===== src/verilog/rtk_pkg.sv =====
// Package with register offsets, field positions, reset values and timing constants for the RTC.
package rtk_pkg;

  // ---------------------------------------------------------------------------
  // Register offsets on the special function register bus
  // ---------------------------------------------------------------------------
  localparam logic [7:0] RTK_ADDR_CONFIG   = 8'hA1;
  localparam logic [7:0] RTK_ADDR_FRACTION = 8'hA2;
  localparam logic [7:0] RTK_ADDR_SECOND   = 8'hA3;
  localparam logic [7:0] RTK_ADDR_MINUTE   = 8'hA4;
  localparam logic [7:0] RTK_ADDR_HOUR     = 8'hA5;
  localparam logic [7:0] RTK_ADDR_INTERVAL = 8'hA6;
  localparam logic [7:0] RTK_ADDR_KEY      = 8'hC1;
  localparam logic [7:0] RTK_ADDR_NOMCOMP  = 8'hF6;
  localparam logic [7:0] RTK_ADDR_TEMPCOMP = 8'hF7;
  localparam logic [7:0] RTK_ADDR_INTPIN   = 8'hFF;

  // ---------------------------------------------------------------------------
  // Configuration register fields
  // ---------------------------------------------------------------------------
  localparam int RTK_BIT_MIDNIGHT = 7;
  localparam int RTK_BIT_HOURFMT  = 6;
  localparam int RTK_BIT_TBASE_HI = 5;
  localparam int RTK_BIT_TBASE_LO = 4;
  localparam int RTK_BIT_ONESHOT  = 3;
  localparam int RTK_BIT_ALARM    = 2;
  localparam int RTK_BIT_ITON     = 1;
  localparam int RTK_BIT_RESV     = 0;

  // Interval time base selections.
  localparam logic [1:0] RTK_TB_FRACTION = 2'h0;
  localparam logic [1:0] RTK_TB_SECOND   = 2'h1;
  localparam logic [1:0] RTK_TB_MINUTE   = 2'h2;
  localparam logic [1:0] RTK_TB_HOUR     = 2'h3;

  // ---------------------------------------------------------------------------
  // Reset values and key
  // ---------------------------------------------------------------------------
  localparam logic [7:0] RTK_RST_REG    = 8'h00;
  localparam logic       RTK_RST_RESV   = 1'b1;
  localparam logic [7:0] RTK_UNLOCK_KEY = 8'hEA;

  // ---------------------------------------------------------------------------
  // Counter limits
  // ---------------------------------------------------------------------------
  localparam logic [7:0] RTK_FRACTION_MAX = 8'h7F;
  localparam logic [7:0] RTK_SEC_MAX      = 8'h3B;
  localparam logic [7:0] RTK_MIN_MAX      = 8'h3B;
  localparam logic [7:0] RTK_HOUR24_MAX   = 8'h17;
  localparam logic [7:0] RTK_HOUR256_MAX  = 8'hFF;

  // ---------------------------------------------------------------------------
  // Crystal timing
  // ---------------------------------------------------------------------------
  localparam int          RTK_XTAL_HZ       = 32768;
  localparam int          RTK_FRACTION_HZ   = 128;
  localparam logic [9:0]  RTK_XTAL_PER_TICK = 10'(RTK_XTAL_HZ / RTK_FRACTION_HZ);

endpackage


===== src/verilog/rtk_ival_if.sv =====
// Interface carrying the interval timer controls and its alarm event.
`timescale 1ns/1ps
interface rtk_ival_if;
  logic       tick;
  logic       enable;
  logic       oneshot;
  logic [7:0] limit;
  logic       hit;

  modport ctl (output tick, output enable, output oneshot, output limit, input hit);
  modport tmr (input tick, input enable, input oneshot, input limit, output hit);
endinterface


===== src/verilog/rtk_timekeeper.sv =====
// Real-time clock with keyed time counters, calibration, midnight flag and interval alarm.
`timescale 1ns/1ps
module rtk_timekeeper
  import rtk_pkg::*;
(
  // System clock and resets
  input  wire logic       CLK,
  input  wire logic       RST,
  input  wire logic       POR,
  // Crystal oscillator
  input  wire logic       XTAL_CLK,
  // Special function register bus
  input  wire logic [7:0] SFR_ADDR,
  input  wire logic [7:0] SFR_WDATA,
  input  wire logic       SFR_WR,
  input  wire logic       SFR_RD,
  output logic      [7:0] SFR_RDATA,
  // Status to the core and power controller
  output logic            RTC_IRQ,
  output logic            DEEP_SLEEP_OK
);

  // ---------------------------------------------------------------------------
  // Declarations
  // ---------------------------------------------------------------------------
  logic [2:0] xtal_sync_r;
  logic       xtal_rise;
  logic [9:0] prescale_r;
  logic [9:0] period_r;
  logic [9:0] period_nxt;
  logic       frac_tick;
  logic       sec_tick;
  logic       min_tick;
  logic       hour_tick;
  logic       day_tick;
  logic [7:0] fraction_r;
  logic [7:0] second_r;
  logic [7:0] minute_r;
  logic [7:0] hour_r;
  logic [7:0] interval_r;
  logic [7:0] nomcomp_r;
  logic [7:0] tempcomp_r;
  logic [7:0] key_r;
  logic [7:0] intpin_r;
  logic       midnight_r;
  logic       hourfmt_r;
  logic [1:0] tbase_r;
  logic       oneshot_r;
  logic       alarm_r;
  logic       iton_r;
  logic       resv_r;
  logic       unlocked;
  logic       wr_config;
  logic       sys_rst;
  logic [7:0] config_val;
  logic [7:0] rdata_nxt;
  logic [7:0] rdata_r;
  logic       irq_r;
  logic       sleep_ok_r;

  rtk_ival_if ival ();

  // ---------------------------------------------------------------------------
  // Helper functions
  // ---------------------------------------------------------------------------

  // Write strobe for one protected or plain register address.
  function automatic logic wr_hit(input logic [7:0] addr, input logic [7:0] target, input logic wr);
    wr_hit = wr && (addr == target);
  endfunction

  // Last hour value before the wrap, for the selected hour format.
  function automatic logic [7:0] hour_limit(input logic fmt24);
    hour_limit = fmt24 ? RTK_HOUR24_MAX : RTK_HOUR256_MAX;
  endfunction

  // ---------------------------------------------------------------------------
  // Crystal edge detection
  // ---------------------------------------------------------------------------

  // Two stages resynchronise the crystal, the third stage feeds the edge detector.
  always_ff @(posedge CLK) begin
    if (POR) begin
      xtal_sync_r <= 3'h0;
    end else begin
      xtal_sync_r <= {xtal_sync_r[1:0], XTAL_CLK};
    end
  end

  assign xtal_rise = xtal_sync_r[1] && !xtal_sync_r[2];

  // ---------------------------------------------------------------------------
  // Calibrated prescaler
  // ---------------------------------------------------------------------------

  // Nominal period minus the signed sum of both compensation trims.
  assign period_nxt = RTK_XTAL_PER_TICK
                      - {{2{nomcomp_r[7]}}, nomcomp_r}
                      - {{2{tempcomp_r[7]}}, tempcomp_r};

  // Trimmed period is loaded once per second so the correction applies per second.
  always_ff @(posedge CLK) begin
    if (POR) begin
      period_r <= RTK_XTAL_PER_TICK;
    end else if (sec_tick || period_r == 10'h000) begin
      period_r <= period_nxt;
    end
  end

  // Crystal edges are counted; sleep modes never gate this path.
  always_ff @(posedge CLK) begin
    if (POR) begin
      prescale_r <= 10'h000;
    end else if (xtal_rise) begin
      if (prescale_r + 10'h001 >= period_r) begin
        prescale_r <= 10'h000;
      end else begin
        prescale_r <= prescale_r + 10'h001;
      end
    end
  end

  // ---------------------------------------------------------------------------
  // Carry chain
  // ---------------------------------------------------------------------------

  // Each carry fires in the cycle the lower counter wraps.
  assign frac_tick = xtal_rise && (prescale_r + 10'h001 >= period_r);
  assign sec_tick  = frac_tick && (fraction_r == RTK_FRACTION_MAX);
  assign min_tick  = sec_tick && (second_r == RTK_SEC_MAX);
  assign hour_tick = min_tick && (minute_r == RTK_MIN_MAX);
  assign day_tick  = hour_tick && (hour_r == hour_limit(hourfmt_r));

  // ---------------------------------------------------------------------------
  // Register bus decode
  // ---------------------------------------------------------------------------

  // Key must hold the unlock value for protected writes to land.
  assign unlocked  = (key_r == RTK_UNLOCK_KEY);
  assign wr_config = wr_hit(SFR_ADDR, RTK_ADDR_CONFIG, SFR_WR);
  assign sys_rst   = RST || POR;

  // Key register is cleared by any reset; software writes it freely.
  always_ff @(posedge CLK) begin
    if (sys_rst) begin
      key_r <= RTK_RST_REG;
    end else if (wr_hit(SFR_ADDR, RTK_ADDR_KEY, SFR_WR)) begin
      key_r <= SFR_WDATA;
    end
  end

  // Interrupt pin configuration is only stored, and only while unlocked.
  always_ff @(posedge CLK) begin
    if (sys_rst) begin
      intpin_r <= RTK_RST_REG;
    end else if (wr_hit(SFR_ADDR, RTK_ADDR_INTPIN, SFR_WR) && unlocked) begin
      intpin_r <= SFR_WDATA;
    end
  end

  // ---------------------------------------------------------------------------
  // Time counters
  // ---------------------------------------------------------------------------

  // Fraction counter, cleared only by power-on; an unlocked write beats the count.
  always_ff @(posedge CLK) begin
    if (POR) begin
      fraction_r <= RTK_RST_REG;
    end else if (wr_hit(SFR_ADDR, RTK_ADDR_FRACTION, SFR_WR) && unlocked) begin
      fraction_r <= SFR_WDATA;
    end else if (sec_tick) begin
      fraction_r <= RTK_RST_REG;
    end else if (frac_tick) begin
      fraction_r <= fraction_r + 8'h01;
    end
  end

  // Seconds counter.
  always_ff @(posedge CLK) begin
    if (POR) begin
      second_r <= RTK_RST_REG;
    end else if (wr_hit(SFR_ADDR, RTK_ADDR_SECOND, SFR_WR) && unlocked) begin
      second_r <= SFR_WDATA;
    end else if (min_tick) begin
      second_r <= RTK_RST_REG;
    end else if (sec_tick) begin
      second_r <= second_r + 8'h01;
    end
  end

  // Minutes counter.
  always_ff @(posedge CLK) begin
    if (POR) begin
      minute_r <= RTK_RST_REG;
    end else if (wr_hit(SFR_ADDR, RTK_ADDR_MINUTE, SFR_WR) && unlocked) begin
      minute_r <= SFR_WDATA;
    end else if (hour_tick) begin
      minute_r <= RTK_RST_REG;
    end else if (min_tick) begin
      minute_r <= minute_r + 8'h01;
    end
  end

  // Hours counter with selectable wrap point.
  always_ff @(posedge CLK) begin
    if (POR) begin
      hour_r <= RTK_RST_REG;
    end else if (wr_hit(SFR_ADDR, RTK_ADDR_HOUR, SFR_WR) && unlocked) begin
      hour_r <= SFR_WDATA;
    end else if (day_tick) begin
      hour_r <= RTK_RST_REG;
    end else if (hour_tick) begin
      hour_r <= hour_r + 8'h01;
    end
  end

  // ---------------------------------------------------------------------------
  // Compensation and interval registers
  // ---------------------------------------------------------------------------

  // Compensation trims survive system resets and clear at power-on.
  always_ff @(posedge CLK) begin
    if (POR) begin
      nomcomp_r  <= RTK_RST_REG;
      tempcomp_r <= RTK_RST_REG;
    end else begin
      if (wr_hit(SFR_ADDR, RTK_ADDR_NOMCOMP, SFR_WR)) begin
        nomcomp_r <= SFR_WDATA;
      end
      if (wr_hit(SFR_ADDR, RTK_ADDR_TEMPCOMP, SFR_WR)) begin
        tempcomp_r <= SFR_WDATA;
      end
    end
  end

  // Interval limit register.
  always_ff @(posedge CLK) begin
    if (sys_rst) begin
      interval_r <= RTK_RST_REG;
    end else if (wr_hit(SFR_ADDR, RTK_ADDR_INTERVAL, SFR_WR)) begin
      interval_r <= SFR_WDATA;
    end
  end

  // ---------------------------------------------------------------------------
  // Configuration register
  // ---------------------------------------------------------------------------

  // Hour format is kept through system resets.
  always_ff @(posedge CLK) begin
    if (POR) begin
      hourfmt_r <= 1'b0;
    end else if (wr_config) begin
      hourfmt_r <= SFR_WDATA[RTK_BIT_HOURFMT];
    end
  end

  // Plain control fields, returned to defaults by any reset.
  always_ff @(posedge CLK) begin
    if (sys_rst) begin
      tbase_r   <= RTK_TB_FRACTION;
      oneshot_r <= 1'b0;
      iton_r    <= 1'b0;
      resv_r    <= RTK_RST_RESV;
    end else if (wr_config) begin
      tbase_r   <= SFR_WDATA[RTK_BIT_TBASE_HI:RTK_BIT_TBASE_LO];
      oneshot_r <= SFR_WDATA[RTK_BIT_ONESHOT];
      iton_r    <= SFR_WDATA[RTK_BIT_ITON];
      resv_r    <= SFR_WDATA[RTK_BIT_RESV];
    end
  end

  // Midnight flag: a rollover in the same cycle as a clearing write wins.
  always_ff @(posedge CLK) begin
    if (sys_rst) begin
      midnight_r <= 1'b0;
    end else if (day_tick) begin
      midnight_r <= 1'b1;
    end else if (wr_config && !SFR_WDATA[RTK_BIT_MIDNIGHT]) begin
      midnight_r <= 1'b0;
    end
  end

  // Alarm flag: writing one has no effect, and a hit beats a clearing write.
  always_ff @(posedge CLK) begin
    if (sys_rst) begin
      alarm_r <= 1'b0;
    end else if (ival.hit) begin
      alarm_r <= 1'b1;
    end else if (wr_config && !SFR_WDATA[RTK_BIT_ALARM]) begin
      alarm_r <= 1'b0;
    end
  end

  // Packed view of the configuration register.
  assign config_val = {midnight_r, hourfmt_r, tbase_r, oneshot_r, alarm_r, iton_r, resv_r};

  // ---------------------------------------------------------------------------
  // Interval timer
  // ---------------------------------------------------------------------------

  // Tick source picked from the carry chain by the time base field.
  always_comb begin
    case (tbase_r)
      RTK_TB_FRACTION: ival.tick = frac_tick;
      RTK_TB_SECOND:   ival.tick = sec_tick;
      RTK_TB_MINUTE:   ival.tick = min_tick;
      RTK_TB_HOUR:     ival.tick = hour_tick;
      default:         ival.tick = 1'b0;
    endcase
  end

  assign ival.enable  = iton_r && !sys_rst;
  assign ival.oneshot = oneshot_r;
  assign ival.limit   = interval_r;

  // Interval counter.
  rtk_ival u_ival (
    .clk (CLK),
    .rst (sys_rst),
    .bus (ival.tmr)
  );

  // ---------------------------------------------------------------------------
  // Read path
  // ---------------------------------------------------------------------------

  // Byte-wide read multiplexer; unmapped addresses read as zero.
  always_comb begin
    case (SFR_ADDR)
      RTK_ADDR_CONFIG:   rdata_nxt = config_val;
      RTK_ADDR_FRACTION: rdata_nxt = fraction_r;
      RTK_ADDR_SECOND:   rdata_nxt = second_r;
      RTK_ADDR_MINUTE:   rdata_nxt = minute_r;
      RTK_ADDR_HOUR:     rdata_nxt = hour_r;
      RTK_ADDR_INTERVAL: rdata_nxt = interval_r;
      RTK_ADDR_KEY:      rdata_nxt = key_r;
      RTK_ADDR_NOMCOMP:  rdata_nxt = nomcomp_r;
      RTK_ADDR_TEMPCOMP: rdata_nxt = tempcomp_r;
      RTK_ADDR_INTPIN:   rdata_nxt = intpin_r;
      default:           rdata_nxt = RTK_RST_REG;
    endcase
  end

  // Read data is captured on the read strobe and held until the next read.
  always_ff @(posedge CLK) begin
    if (sys_rst) begin
      rdata_r <= RTK_RST_REG;
    end else if (SFR_RD) begin
      rdata_r <= rdata_nxt;
    end
  end

  // ---------------------------------------------------------------------------
  // Status outputs
  // ---------------------------------------------------------------------------

  // Pending interrupt follows the sticky flags; deep sleep waits for a cleared midnight.
  always_ff @(posedge CLK) begin
    if (sys_rst) begin
      irq_r      <= 1'b0;
      sleep_ok_r <= 1'b0;
    end else begin
      irq_r      <= midnight_r || alarm_r;
      sleep_ok_r <= !midnight_r;
    end
  end

  assign SFR_RDATA     = rdata_r;
  assign RTC_IRQ       = irq_r;
  assign DEEP_SLEEP_OK = sleep_ok_r;

endmodule


===== src/verilog/rtk_ival.sv =====
// Eight-bit interval timer that raises a one-cycle hit when its count reaches the limit.
`timescale 1ns/1ps
module rtk_ival
  import rtk_pkg::*;
(
  // Clock and reset
  input wire logic clk,
  input wire logic rst,
  // Control and event
  rtk_ival_if.tmr  bus
);

  logic [7:0] count_r;
  logic [7:0] count_nxt;
  logic       done_r;
  logic       hit_r;

  // ---------------------------------------------------------------------------
  // Count
  // ---------------------------------------------------------------------------

  // Next count value after one tick.
  assign count_nxt = count_r + 8'h01;

  // Counter cleared while disabled, advanced on ticks, restarted on a periodic hit.
  always_ff @(posedge clk) begin
    if (rst || !bus.enable) begin
      count_r <= RTK_RST_REG;
    end else if (bus.tick && !done_r) begin
      if (count_nxt == bus.limit && !bus.oneshot) begin
        count_r <= RTK_RST_REG;
      end else begin
        count_r <= count_nxt;
      end
    end
  end

  // One-shot mode stops after the first elapsed interval until re-enabled.
  always_ff @(posedge clk) begin
    if (rst || !bus.enable) begin
      done_r <= 1'b0;
    end else if (bus.tick && !done_r && count_nxt == bus.limit && bus.oneshot) begin
      done_r <= 1'b1;
    end
  end

  // Hit pulse when the count equals the programmed interval.
  always_ff @(posedge clk) begin
    if (rst || !bus.enable) begin
      hit_r <= 1'b0;
    end else begin
      hit_r <= bus.tick && !done_r && (count_nxt == bus.limit);
    end
  end

  assign bus.hit = hit_r;

endmodule


===== config.mk =====
export PLATFORM = sky130hd
export DESIGN_NAME = rtk_timekeeper
export DESIGN_NICKNAME = d
export VERILOG_FILES = /design/src/verilog/rtk_pkg.sv /design/src/verilog/rtk_ival_if.sv /design/src/verilog/rtk_timekeeper.sv /design/src/verilog/rtk_ival.sv
export SDC_FILE = /design/constraint.sdc
export NUM_CORES = 1
export LEC_CHECK = 0
export ABC_AREA = 1
export ABC_CLOCK_PERIOD_IN_PS = 3000
export BUFFER_PORTS_ARGS = -buffer_cell sky130_fd_sc_hd__buf_2
export CORE_MARGIN = 5
export CORE_UTILIZATION = 49
export CTS_CLUSTER_SIZE = 28
export DETAILED_ROUTE_END_ITERATION = 16
export PLACE_DENSITY = 0.69
export SETUP_SLACK_MARGIN = 0.4
export SYNTH_ARGS = -nofsm -noshare
export SYNTH_HDL_FRONTEND = slang
export SYNTH_SLANG_ARGS = --single-unit

===== constraint.sdc =====
create_clock -name CLK -period 3 [get_ports CLK]
set_input_delay 0.6 -clock CLK [delete_from_list [all_inputs] [get_ports CLK]]
set_output_delay 0.6 -clock CLK [all_outputs]
set_load 0.05 [all_outputs]

* Word level (Yosys, flattened, before mapping)
Index checks and enable logic that the tools add are counted.
** Storage, ports and cells
- Bits in registers :: 123
- Latch bits :: 0
- RAM bits :: 0
- Bits in read-only memories :: 0
- Input bits :: 22
- Logic and storage cells :: 122
- Memories :: 0
** Cells by class
- Add/sub/neg operators :: 8
- $mul :: 0
- Div/mod/pow operators :: 0
- $lt $le $gt $ge :: 1
- Eq/ne operators :: 19
- Shifts and indexed selects :: 0
- Multiplexer cells :: 21
- Bitwise logic cells :: 0
- Reduce and logical (&&, ||, !) cells :: 48
** Operator list (count)
- 8-bit two-way mux :: 14
- 8-bit equality test (second input constant) :: 11
- 8-bit case mux with 10 select lines :: 1
- 8-bit by 1-bit adder with 8-bit output (second input constant) :: 5
- 1-bit logical AND :: 28
- 8-bit by 6-bit equality test with 1-bit output (second input constant) :: 2
- 8-bit equality test :: 2
- 3-bit nonzero test :: 4
- 10-bit by 1-bit adder with 10-bit output (second input constant) :: 1
- 10-bit greater-or-equal comparator :: 1
- 10-bit logical NOT :: 1
- 10-bit two-way mux :: 1
- 10-bit subtractor :: 1
- 9-bit by 10-bit subtractor with 10-bit output (first input constant) :: 1
- 8-bit by 7-bit equality test with 1-bit output (second input constant) :: 1
- 1-bit logical NOT :: 8
- 2-bit equality test (second input constant) :: 2
- 1-bit logical OR :: 4
- 1-bit two-way mux :: 4
- 1-bit case mux with 4 select lines :: 1
- 2-bit nonzero test :: 2
- 2-bit by 1-bit equality test with 1-bit output (second input constant) :: 1
- 2-bit logical NOT :: 1

* Logic depth before layout (Yosys ltp)
- Word-level depth :: 10
- Gate-level depth with buffers :: 21
- Mapped depth without buffers :: 21

* Cells and area by module
Synthesis repeated with hierarchy kept, for this count alone.
** Unflattened totals
- Cell total of the unflattened synthesis :: 1073
- Area total of the unflattened synthesis :: 7244.4 µm²
** By module, submodules not included
- rtk_timekeeper :: times used 1, cells each 946, area each 6458.7 µm², sequential area each 2262.2 µm²
- rtk_ival :: times used 1, cells each 127, area each 785.8 µm², sequential area each 200.2 µm²

* Worst setup path before layout
No wires, ideal clock.
- Kind :: reg2reg
- From :: register prescale_r[0]
- To :: register u_ival.count_r[0]
- Library setup time :: 114 ps
- Arrival :: 2581 ps
- Required time :: 2886 ps
- Slack :: 305 ps
- Stages on the path, launching flop included :: 20
- Cell sequence :: dfxtp_1 > inv_1 > nor3_1 > nand2_1 > nor2_1 > nand3_1 > xor2_1 > inv_1 > ha_1 > nand2_1 > nor2_1 > nand3_1 > nand3_1 > nand3_4 > nor2_8 > nand2_4 > nand2_1 > nand2_2 > o21bai_1 > nor2_1
** On the way
- Cells in the longest elaborated chain, start to end :: 8
** Ends and longest elaborated chain
- start, declared :: RTL line rtk_timekeeper.sv:28 : logic [9:0] prescale_r;
- start signal, assigned :: RTL line rtk_timekeeper.sv:118 : prescale_r <= prescale_r + 10'h001;
- 10-bit by 1-bit adder with 10-bit output (*) :: RTL line rtk_timekeeper.sv:128 : assign frac_tick = xtal_rise && (prescale_r + 10'h001 >= period_r);
- 10-bit greater-or-equal comparator (*) :: RTL line rtk_timekeeper.sv:128
- 1-bit logical AND (*) :: RTL line rtk_timekeeper.sv:128
- 1-bit logical AND :: RTL line rtk_timekeeper.sv:129 : assign sec_tick = frac_tick && (fraction_r == RTK_FRACTION_MAX);
- 1-bit logical AND :: RTL line rtk_timekeeper.sv:130 : assign min_tick = sec_tick && (second_r == RTK_SEC_MAX);
- 1-bit logical AND :: RTL line rtk_timekeeper.sv:131 : assign hour_tick = min_tick && (minute_r == RTK_MIN_MAX);
- 1-bit case mux with 4 select lines (*) :: RTL line rtk_timekeeper.sv:304 : case (tbase_r)
- 1-bit logical AND (*) :: RTL line rtk_ival.sv:29 : end else if (bus.tick && !done_r) begin
- end signal, assigned :: RTL line rtk_ival.sv:33 : count_r <= count_nxt;
- end, declared :: RTL line rtk_ival.sv:13 : logic [7:0] count_r;
Mark *: on every way between the ends. The rest lies on a longest branch, timed or not.
A chain may end at the register's enable or synchronous reset.

* Worst setup path after layout
- From :: register prescale_r[0]
- To :: register minute_r[5]
** On the way
- Cells in the longest elaborated chain, start to end :: 8
- Elaborated cells between the ends (all ways) :: 9
- Those cells by class :: 1 x add/sub; 1 x order compare; 2 x mux; 5 x reduce/logical
** Ends and longest elaborated chain
- 10-bit by 1-bit adder with 10-bit output (*) :: RTL line rtk_timekeeper.sv:128
- 10-bit greater-or-equal comparator (*) :: RTL line rtk_timekeeper.sv:128
- 1-bit logical AND (*) :: RTL line rtk_timekeeper.sv:128
- 1-bit logical AND (*) :: RTL line rtk_timekeeper.sv:129
- 1-bit logical AND (*) :: RTL line rtk_timekeeper.sv:130
- 1-bit logical AND :: RTL line rtk_timekeeper.sv:131
- 8-bit two-way mux :: RTL line rtk_timekeeper.sv:197 : end else if (hour_tick) begin
- 8-bit two-way mux :: RTL line rtk_timekeeper.sv:195 : end else if (wr_hit(SFR_ADDR, RTK_ADDR_MINUTE, SFR_WR) && unlocked) begin
- end signal, assigned :: RTL line rtk_timekeeper.sv:200 : minute_r <= minute_r + 8'h01;
- end, declared :: RTL line rtk_timekeeper.sv:38 : logic [7:0] minute_r;
Marks and branches as above.

==> summary.txt <==
Outcome
  – Status: complete, no violations

Drt
  – Drt pass-1 iters: 5
  – Detailed Route Iter0 Violations: 736
  – Post-DRT Antenna Nets: 0
  – Wirelength per Cell: 16.10 µm
  – DR vias/cell: 5.506
  – Wirelength, routed: 21,140 µm
  – DRC violations left: 0
  – Routed via count: 7,229

Yosys
  – Synth Register Bits: 123
  – Synthesis Warnings: 0
  – Post-synth ARST share: 0%
  – Ys flop type: dfxtp_1
  – Netlist Area Pre-Place: 7143 µm²
  – Post-synthesis cell type count: 47
  – Seq/Total Area, Yosys: 34.47%
  – Synth Instances: 1,055
  – Avg Cell Area, Syn: 6.771 µm²
  – Post-synth EDFFs: 0
  – Net Count, Synth: 1,110

Clock tree
  – Clock slew at reported path FFs: 0.05 ns
  – CTS max path bufs: 2
  – Clock Latency Late Sink: 0.42 ns
  – Clock Sinks: 123
  – TritonCTS Buffers: 17
  – CTS root buf: clkbuf_16
  – Max H-tree Level: 4
  – CTS tree: built

STA
  – Period utilization: 95.54%
  – Actual slew at the worst max-slew pin: 1.071 ns
  – Hold WS: 0.4080 ns
  – Max Clk Rate: 348.9 MHz
  – Worst slew margin: 28.50%
  – Setup TNS: 0 ns
  – Fin. Hold Viols: 0
  – Slew Viols, Final: 0
  – Post-route minimum period: 2.866 ns
  – Skew final: 0.008023 ns
  – Setup Viol. Count Final: 0
  – RSZ-0062 raised after global routing: yes

Floorplanning
  – Die area: 17,090 µm²
  – Die Y-Extent: 130.7 µm
  – Row count: 44
  – Die X: 130.7 µm
  – I/O pin count: 32
  – Core area: 14,420 µm²
  – Starting Density: 49.52%

Critical path
  – Crit Path Max Fanout: 6
  – Slowest cell on crit path: dfxtp_4
  – CP Data Required Time: 3.34 ns
  – Critical Path AT: 3.21 ns
  – Critical-path cell list: ha_4 -> nand3_2 -> nor2_2 -> nand4_1 -> xnor2_2 -> ha_1 -> nand2_2 -> nor2_4 -> nand3_2 -> nand3_4 -> nand3_4 -> nor2_8 -> buf_4 -> nand2_4 -> nor2_4 -> nand3_1 -> a21oi_1
  – CP Capture Type: flip-flop
  – R2R cell count: 17
  – Setup CP Type: reg -> reg
  – Worst setup SP type: flip-flop
  – CP peak stage delay: 0.39 ns

Power and ir drop
  – Leakage: 3.719 nW
  – Power Dens Cells: 454.0 nW/µm²
  – Internal power: 3.079 mW
  – Sw frac: 22.03%
  – Sequential power share: 41.5%
  – P_sw: 0.8702 mW
  – Comb power frac: 3.7%
  – Total power: 3.949 mW
  – Clock Power Share: 54.8%
  – Worst VDD drop: 0.3648 mV

Global routing
  – GRT overflow: 0
  – Initial antenna violation count: 0
  – GRT Total Usage: 24.66%
  – Vias in the first global route: 6,623
  – Largest net degree at the start of global routing: 34
  – First-pass GRT wire length: 32,740 µm

Final layout
  – Largest registers: period_r (10), prescale_r (10)
  – ANT cells: 0
  – Filler cells: 1,332
  – FF+latch area: 2474 µm²
  – Most frequent cells in the layout: nand2_1, inv_1, dfxtp_1
  – Area added between synthesis and finish: 21.79%
  – Post-layout util: 60.31%
  – # nets final: 1,171
  – Multi-input gate area: 4265 µm²
  – Layout Cells excl Fill: 1,313
  – Commonest non-fill, non-tap cell in the layout: nand2_1
  – Share of layout cells above drive strength 1: 17.36%

Worst hold path
  – HP Class: reg -> reg
  – Min-Delay Path Depth: 2

Place
  – Detailed placer's ending HPWL: 14,990 µm
  – Inst Count DP: 1,260
  – Routability congestion estimate: 0.9534
  – Port Buffers: 31

Flow run
  – Max_cap viols: 0
## kinds of logic after synthesis
family / Yosys count / synth area share (%)
flops: 123 / 34.47
xor+xnor: 30 / 3.678
compound gates: 237 / 18.13
buf+inv: 201 / 10.72
simple gates: 431 / 27.12
fa+ha+maj: 33 / 5.885
## cell usage after synthesis (all sizes together) (3+ instances only)
cell     instances  area share, %
o21ai           84            5.9
nand2          239             13
o211ai           3           0.32
inv            176            9.2
a21oi          100            7.2
nor3            21            1.9
nand4           17            1.8
a211oi           3           0.32
o2111ai          3           0.37
clkbuf          16           0.84
nand3b           4           0.42
ha              32            5.6
nor4             4           0.35
xor2            26            3.2
dfxtp          123             34
nand3           66            4.9
buf              8           0.58
o22ai           22            1.9
a31oi           13            1.1
nor2            76            4.5
xnor2            4           0.49
## final cells by class
cell class / instances / share of cell area (%)
well taps: 184 / 2.646
inverters: 177 / 7.723
clock inverters: 12 / 1.956
flip-flops and latches: 123 / 28.43
clock buffers: 20 / 5.134
multi-input cells: 732 / 49.03
repair buffers: 65 / 5.077
## per-layer routing
metal  part of all wire (%)  vias up  GRT usage, %  routed length [µm]
li1                       -     3593             -                   -
met1                     44     3309         33.52                9288
met2                     46      286         38.85                9677
met3                    8.0       41         5.366                1692
met4                    2.3        0         8.590                 478
met5                      0        -             0                   0
## timing repair
item                                    4_1_cts  5_1_grt
endpoints found under the setup margin       54       63
gates resized for setup                      49       62
hold buffers                                  0        0
pin swaps                                    21       26
cloned                                        1        1
buffers inserted                             11        8
hold endpoints to repair                      0        0
## metrics by stage
stage / instance area (µm²) / setup WS [ns]
6_report: 8700 / 0.1338
5_1_grt: 8700 / -0.07526
4_1_cts: 8401 / 0.2063
3_5_place_dp: 7543 / 0.07599
3_3_place_gp: 7543 / 0.1904
2_1_floorplan: 7154 / 0.4260
## power by group through the flow
stage | clock network (mW) | logic [mW] | registers [mW]
final | 2.16 | 0.147 | 1.64
after global routing | 2.27 | 0.156 | 1.64
after CTS | 2.18 | 0.138 | 1.64
after detailed placement | 0 | 0.134 | 1.68
after global placement | 0 | 0.133 | 1.68
after floorplan | 0 | 0.0676 | 1.68
## critical path: cells and delay by family (launching register included)
| kind | cells | cell delay (ns) |
|---|---|---|
| and+or+nand+nor | 12 | 1.45 |
| adders and majority gates | 2 | 0.46 |
| DFF | 1 | 0.39 |
| xor gates and xnor gates | 1 | 0.18 |
| buffers and inverters | 1 | 0.15 |
| AOI/OAI and AO/OA | 1 | 0.14 |
## path summary, 6_finish.rpt
check | start | endpoint | slack [ns]
setup / recovery | prescale_r[0] | minute_r[5] | 0.13
hold reg to reg | xtal_sync_r[0] | xtal_sync_r[1] | 0.41
setup reg to reg | prescale_r[0] | minute_r[5] | 0.13
hold / removal | xtal_sync_r[0] | xtal_sync_r[1] | 0.41
(Power assumes the default switching activity.)
